--- config.mk ---
export PLATFORM = sky130hd
export DESIGN_NAME = tmo_timer
export DESIGN_NICKNAME = d
export VERILOG_FILES = /design/src/hdl/tmo_pkg.sv /design/src/hdl/tmo_timer.sv
export SDC_FILE = /design/constraint.sdc
export NUM_CORES = 1
export LEC_CHECK = 0
export BUFFER_PORTS_ARGS = -buffer_cell sky130_fd_sc_hd__buf_2
export CAP_MARGIN = 20
export CORE_MARGIN = 1.5
export CORE_UTILIZATION = 35
export DETAILED_ROUTE_END_ITERATION = 12
export SYNTH_ARGS = -nofsm -noshare
export SYNTH_HDL_FRONTEND = slang
export SYNTH_SLANG_ARGS = --single-unit
--- constraint.sdc ---
create_clock -name core_clk_i -period 4.8 [get_ports core_clk_i]
set_clock_uncertainty 0.2 [all_clocks]
set_input_delay 0.24 -clock core_clk_i [delete_from_list [all_inputs] [get_ports core_clk_i]]
set_output_delay 0.24 -clock core_clk_i [all_outputs]
set_load 0.005 [all_outputs]
--- src/hdl/tmo_pkg.sv ---
// package for the sixteen-bit timer one block: map, fields, carriers
package tmo_pkg;

  // avalon slave widths; address is a byte address
  localparam int ADDR_W = 10;
  localparam int DATA_W = 32;
  localparam int BE_W = 4;
  localparam int REG_W = 8;

  // register indices; byte address is four times the index
  localparam logic [7:0] IDX_FLAGS = 8'h0c;
  localparam logic [7:0] IDX_CNT_LO = 8'h0e;
  localparam logic [7:0] IDX_CNT_HI = 8'h0f;
  localparam logic [7:0] IDX_CTRL = 8'h10;
  localparam logic [7:0] IDX_ENABLES = 8'h8c;

  // timer_one_control field positions
  localparam int CTRL_RUN = 0;
  localparam int CTRL_SRC = 1;
  localparam int CTRL_SYNC = 2;
  localparam int CTRL_OSC = 3;
  localparam int CTRL_PS_LO = 4;
  localparam int CTRL_PS_HI = 5;
  localparam logic [7:0] CTRL_MASK = 8'h3f;
  localparam logic [7:0] CTRL_RST = 8'h00;

  // interrupt flag and enable layout
  localparam int IRQ_OVF_BIT = 0;
  localparam logic [7:0] FLAGS_MASK = 8'h01;
  localparam logic [7:0] FLAGS_RST = 8'h00;
  localparam logic [7:0] EN_RST = 8'h00;

  // count and prescaler constants
  localparam logic [15:0] COUNT_MAX = 16'hffff;
  localparam logic [15:0] COUNT_CLR = 16'h0000;
  localparam int PRE_W = 3;
  localparam int IDIV_W = 8;

  // avalon request bundle from the master
  typedef struct packed {
    logic read;
    logic write;
    logic [ADDR_W-1:0] address;
    logic [DATA_W-1:0] writedata;
    logic [BE_W-1:0] byteenable;
  } tmo_avs_req_t;

  // whole state of the timer block
  typedef struct packed {
    logic ack;
    logic wreq;
    logic [REG_W-1:0] rdata;
    logic [REG_W-1:0] ctrl;
    logic [15:0] count;
    logic [PRE_W-1:0] pre;
    logic [IDIV_W-1:0] idiv;
    logic [1:0] ext_sync;
    logic ext_prev;
    logic flag;
    logic en;
    logic irq;
  } tmo_state_t;

endpackage

--- src/hdl/tmo_timer.sv ---
// sixteen-bit timer one with prescaler, overflow irq, avalon-mm slave
//
// Function
// - power-on reset clears control register to zero
// - other resets keep control register unchanged
// - count byte writes clear the prescaler
// - low count byte readable, writable, kept
// - high count byte readable, writable, kept
// - control upper two bits read zero
// - compare trigger resets the sixteen-bit count
// - count write beats a coincident trigger
// - trigger reset never sets overflow flag
// - oscillator enable bit drives crystal enable
//
// Implementation choice: the Avalon-MM interface to the registers.
`timescale 1ns/100ps

module tmo_timer
  import tmo_pkg::*;
#(
  parameter int INSTR_DIV = 4
) (
  input wire logic core_clk_i,
  input wire logic arst_n_i,
  input wire logic soft_rst_n_i,
  input wire tmo_avs_req_t avs_i,
  output logic [DATA_W-1:0] avs_readdata_o,
  output logic avs_waitrequest_o,
  input wire logic ext_clk_i,
  input wire logic cmp_trig_a_i,
  input wire logic cmp_trig_b_i,
  output logic crystal_osc_enable_o,
  output logic irq_o
);

  ////////////////////////////////////////////////////////////////////
  // helpers

  // word index of a byte address
  function automatic logic [7:0] reg_idx(
    input logic [ADDR_W-1:0] a
  );
    reg_idx = a[ADDR_W-1:2];
  endfunction

  // prescaler wrap mask for ratios 1, 2, 4, 8
  function automatic logic [PRE_W-1:0] pre_mask(
    input logic [1:0] sel
  );
    logic [PRE_W-1:0] m;
    m = '0;
    if (sel == 2'h1) begin
      m = 3'h1;
    end else if (sel == 2'h2) begin
      m = 3'h3;
    end else if (sel == 2'h3) begin
      m = 3'h7;
    end
    pre_mask = m;
  endfunction

  localparam logic [IDIV_W-1:0] IDIV_LAST = IDIV_W'(INSTR_DIV - 1);

  ////////////////////////////////////////////////////////////////////
  // state

  tmo_state_t st;
  tmo_state_t next_st;

  logic req;
  logic take;
  logic commit;
  logic wr;
  logic [7:0] idx;
  logic [7:0] wbyte;
  logic wr_lo;
  logic wr_hi;
  logic wr_cnt;
  logic wr_ctrl;
  logic wr_flags;
  logic wr_en;
  logic trig;
  logic run;
  logic int_tick;
  logic ext_tick;
  logic src_tick;
  logic pre_wrap;
  logic inc;
  logic ovf;
  logic [7:0] rd_mux;

  ////////////////////////////////////////////////////////////////////
  // bus decode

  // a request is taken on the first edge, committed on the second
  always_comb begin
    req = avs_i.read | avs_i.write;
    take = req & ~st.ack & soft_rst_n_i;
    commit = req & st.ack;
    idx = reg_idx(avs_i.address);
    wbyte = avs_i.writedata[7:0];
    wr = commit & avs_i.write & avs_i.byteenable[0] & soft_rst_n_i;
    wr_lo = 1'b0;
    wr_hi = 1'b0;
    wr_ctrl = 1'b0;
    wr_flags = 1'b0;
    wr_en = 1'b0;
    if (idx == IDX_CNT_LO) begin
      wr_lo = wr;
    end else if (idx == IDX_CNT_HI) begin
      wr_hi = wr;
    end else if (idx == IDX_CTRL) begin
      wr_ctrl = wr;
    end else if (idx == IDX_FLAGS) begin
      wr_flags = wr;
    end else if (idx == IDX_ENABLES) begin
      wr_en = wr;
    end
    wr_cnt = wr_lo | wr_hi;
  end

  // read mux; unmapped words and absent bits read zero
  always_comb begin
    rd_mux = '0;
    if (idx == IDX_CNT_LO) begin
      rd_mux = st.count[7:0];
    end else if (idx == IDX_CNT_HI) begin
      rd_mux = st.count[15:8];
    end else if (idx == IDX_CTRL) begin
      rd_mux = st.ctrl & CTRL_MASK;
    end else if (idx == IDX_FLAGS) begin
      rd_mux = {7'h00, st.flag};
    end else if (idx == IDX_ENABLES) begin
      rd_mux = {7'h00, st.en};
    end
  end

  ////////////////////////////////////////////////////////////////////
  // count sources

  // the pin is sampled twice before use; edge taken after second flop
  always_comb begin
    run = st.ctrl[CTRL_RUN];
    trig = cmp_trig_a_i | cmp_trig_b_i;
    int_tick = (st.idiv == IDIV_LAST);
    ext_tick = st.ext_sync[1] & ~st.ext_prev;
    src_tick = st.ctrl[CTRL_SRC] ? ext_tick : int_tick;
    pre_wrap = (st.pre & pre_mask(st.ctrl[CTRL_PS_HI:CTRL_PS_LO]))
               == pre_mask(st.ctrl[CTRL_PS_HI:CTRL_PS_LO]);
    inc = run & src_tick & pre_wrap;
    ovf = inc & ~wr_cnt & ~trig & (st.count == COUNT_MAX);
  end

  ////////////////////////////////////////////////////////////////////
  // next state

  always_comb begin
    next_st = st;
    // handshake: waitrequest drops for exactly the commit cycle
    next_st.ack = take;
    next_st.wreq = ~take;
    if (take) begin
      next_st.rdata = rd_mux;
    end
    // pin synchroniser and edge history
    next_st.ext_sync = {st.ext_sync[0], ext_clk_i};
    next_st.ext_prev = st.ext_sync[1];
    // instruction clock divider runs free
    next_st.idiv = int_tick ? '0 : st.idiv + 1'b1;
    // prescaler steps on each source tick while running
    if (run & src_tick) begin
      next_st.pre = pre_wrap ? '0 : st.pre + 1'b1;
    end
    // control register, upper bits never stored
    if (wr_ctrl) begin
      next_st.ctrl = wbyte & CTRL_MASK;
    end
    // count: write beats trigger beats increment
    if (wr_cnt) begin
      if (wr_lo) begin
        next_st.count[7:0] = wbyte;
      end
      if (wr_hi) begin
        next_st.count[15:8] = wbyte;
      end
      next_st.pre = '0;
    end else if (trig) begin
      next_st.count = COUNT_CLR;
    end else if (inc) begin
      next_st.count = st.count + 16'h0001;
    end
    // sticky flag: set wins over write-one-to-clear
    next_st.flag = (st.flag & ~(wr_flags & wbyte[IRQ_OVF_BIT]))
                   | ovf;
    if (wr_en) begin
      next_st.en = wbyte[IRQ_OVF_BIT];
    end
    // warm reset keeps control and count, clears handshake, prescaler, divider, flag and enable
    if (!soft_rst_n_i) begin
      next_st.ack = 1'b0;
      next_st.wreq = 1'b1;
      next_st.pre = '0;
      next_st.idiv = '0;
      next_st.flag = FLAGS_RST[IRQ_OVF_BIT];
      next_st.en = EN_RST[IRQ_OVF_BIT];
      next_st.ctrl = st.ctrl;
      next_st.count = st.count;
    end
    next_st.irq = next_st.flag & next_st.en;
  end

  ////////////////////////////////////////////////////////////////////
  // registers

  // power-on reset; the count is undefined there, zero is chosen
  always_ff @(posedge core_clk_i or negedge arst_n_i) begin
    if (!arst_n_i) begin
      st.ack <= 1'b0;
      st.wreq <= 1'b1;
      st.rdata <= 8'h00;
      st.ctrl <= CTRL_RST;
      st.count <= COUNT_CLR;
      st.pre <= '0;
      st.idiv <= '0;
      st.ext_sync <= 2'h0;
      st.ext_prev <= 1'b0;
      st.flag <= 1'b0;
      st.en <= 1'b0;
      st.irq <= 1'b0;
    end else begin
      st <= next_st;
    end
  end

  // outputs straight from state
  assign avs_readdata_o = {24'h00_0000, st.rdata};
  assign avs_waitrequest_o = st.wreq;
  assign crystal_osc_enable_o = st.ctrl[CTRL_OSC];
  assign irq_o = st.irq;

  ////////////////////////////////////////////////////////////////////
  // checks

  // marks the first cycle after power-on reset release
  logic seen;
  always_ff @(posedge core_clk_i or negedge arst_n_i) begin
    if (!arst_n_i) begin
      seen <= 1'b0;
    end else begin
      seen <= 1'b1;
    end
  end
endmodule

==> metrics <==
syn avg cell area=9.66 um^2; GRT overflow=0; max_slew headroom=48.5%; TNS Setup=0 ns; worst-skew pair later-pin latency=0.31 ns; Leak=0.00149 uW; combinational power share=13.2%; H-tree Lvls=2; most frequent cells after synthesis=dfrtp_1 (48), buf_4 (32), a21oi_1 (30), nor2_1 (26); largest net degree at the start of global routing=50; top post-synthesis cells by area=dfrtp_1 (38%), buf_4 (7.6%), a21oi_1 (4.8%), nor2_1 (3.1%), o21ai_0 (2.9%); Initial Utilization=36.1%; CP max stage cell=and4_1; Die W=97.9 um; mapped cell area=3150 um^2; DRC violations left=0; critical-path cell list=ha_1, or4b_4, o21ai_4, and4_1, a41oi_1, nor3b_1; CP max stage delay=0.56 ns; critical path launch point type=register; first-pass GRT wire length=12400 um; maxcap violations=0; final setup vio count=0; CP delay by family, top=simple AND/OR/NAND/NOR gates; DR iter-0 viols=165; Achievable Freq=0.352 GHz; Reg area=1230 um^2; hold crit path type=in -> reg; vias in the first global route=2408; clock power share=32.2%; Vias/cell=5.52; Clock Tree Buf Depth=2; post-synthesis register bit count=49; via count=2538; core area=8720 um^2; highest routed layer=met4; fin util=38.3%; multi-input logic area=1630 um^2; Hold Path Cell Cnt=2; Synth area leader=dfrtp_1; critical setup path kind=reg -> reg; clk slew on worst S/H paths=0.09 ns; Syn Inst Count=326; P&R area growth vs syn=6.08%; Core Rows=34; minimum clock period after layout=2.84 ns; final worst path period share=59.1%; switch share=28.8%; final hold slack=0.0234 ns; CP max FO=13; Die Span Y=97.9 um; hpwl dp=5590 um; status=complete, no violations; register share of total power=54.6%; root buffer cell=clkbuf_8; port buffer count=35; Fillers=897; Main synth FF type=dfrtp_1; Synth top area share=38.1%; gp weighted congestion=0.882; Worst VDD drop=0.162 mV; Worst-Margin Slew=0.772 ns; total CTS buffers=5; Int Pwr=576 uW; Final ANT Viol Nets=0; met1 wire length=3280 um; CP endpoint kind=register; top-count cell post-synth=dfrtp_1; Layout Nets=408; hold buffer count at CTS=2; Ys Warns=0; DRT Wirelength=7510 um; Boundary Pins=89; share of layout cells above drive strength 1=20.2%; CTS tree=done; switching power=233 uW; Final Hold Fails=0; Async S/R FF share, synth=100%; antenna fix cells=0; Num Clock Sinks=49; RSZ-0062 raised after global routing=no; Arr. time, crit path=2.85 ns; Post-CTS Setup Bufs=0; Worst EP required=4.81 ns; Power, Total=809 uW; CP Buf/Inv Count=0; DIE AREA=9580 um^2; post-CTS sizing=0; PwrDens=242 nW/um^2; post-synthesis sequential area ratio=39.0%; EDFF count, synth=0; Max Transition Viols Final=0; routed wl met3=340 um; Detailed Routing Iterations Pass 1=4; reg2reg path depth=6; GRT Total Usage=15.9%; synth unique cells=69; Crit. path cell count=6; initial antenna violation count=0; WL/cell=16.3 um; met2 wire length=3810 um
==> metal layers <==
layer | global-route usage, % | vias up
li1 | - | 1218
met1 | 20.3 | 1255
met2 | 28.1 | 57
met3 | 3.15 | 8
met4 | 2.97 | 0
met5 | 0 | -
==> worst register-to-register path: cells and delay by family, from the launching register on <==
family / cells / cell delay (ns)
adder cells (fa/ha/maj): 1 / 0.25
AO/OA/AOI/OAI: 2 / 0.56
flip-flops: 1 / 0.42
AND/OR/NAND/NOR: 3 / 1.33
==> flip-flops by register name, indices dropped and copies added (netlist names) <==
register              count
run                       1
irq_o                     1
avs_waitrequest_o         1
avs_readdata_o            8
st                       35
crystal_osc_enable_o      1
next_st                   2
==> cell families (layout without fill, tap and decap cells) <==
group / count (synthesis) / after routing / share of synthesized area [%]
xor+xnor: 6 / 6 / 1.67
other cells: 1 / 24 / 0.119
compound gates: 102 / 102 / 24.5
fa+ha+maj: 3 / 3 / 1.19
simple gates: 100 / 100 / 17.6
buf+inv: 53 / 56 / 11.9
flops: 49 / 49 / 39.0
mux: 12 / 12 / 4.13
==> placed cells by master, fill, tap and decap left out, types with 2 or more instances in the layout <==
cell type,synthesis,routed
dlygate4sd3_1,0,3
nor3b_1,2,2
clkbuf_8,0,5
o41ai_4,2,2
a41oi_1,3,3
a31oi_1,4,4
a2bb2oi_1,2,2
and3_1,6,6
nand2_1,18,18
or2_2,3,3
o31ai_1,7,7
nor3_1,2,2
a221oi_1,2,2
and2_1,2,2
conb_1,1,24
a211oi_1,2,2
buf_2,2,35
ha_1,3,3
a21oi_1,30,30
nor2b_1,5,5
nand3_1,15,15
xor2_1,5,5
dfrtp_1,48,48
nor2_1,26,26
a32oi_1,6,6
a22o_1,5,5
and4_1,3,3
inv_1,7,7
mux2i_1,4,4
buf_4,32,2
nand4_1,7,7
mux2_2,8,8
o22a_1,4,4
inv_6,0,2
o21ai_0,18,18
==> cell type report <==
cell class | instances | share of cell area (%)
multi-input cells | 247 | 48.9
flip-flops and latches | 49 | 36.7
repair buffers | 40 | 6.59
well taps | 108 | 4.04
clock buffers | 5 | 2.06
inverters | 8 | 0.899
clock inverters | 3 | 0.749
==> through the flow <==
step	area, um^2	setup WS [ns]	std cells
3_5_place_dp	3220	1.99	449
5_1_grt	3340	1.80	460
2_1_floorplan	3240	2.41	349
3_3_place_gp	3220	1.99	449
4_1_cts	3330	1.96	459
6_report	3340	1.96	460
==> power groups by stage <==
stage	clock network [uW]	registers [uW]	logic [uW]
finish	261	442	107
global route	290	445	121
CTS	271	441	108
detailed placement	0	450	106
global placement	0	449	104
floorplan	0	446	87.2
==> final timing paths <==
check                      startpoint    endpoint  slack (ns)
hold / removal               avs_i[9]      st[38]        0.02
setup reg to reg                st[6]       irq_o        1.96
setup / recovery                st[6]       irq_o        1.96
min in group asynchronous    arst_n_i      st[26]        0.34
hold reg to reg            next_st[5]  next_st[3]        0.16
max in group asynchronous    arst_n_i      st[38]        3.61
(Power assumes the default switching activity.)
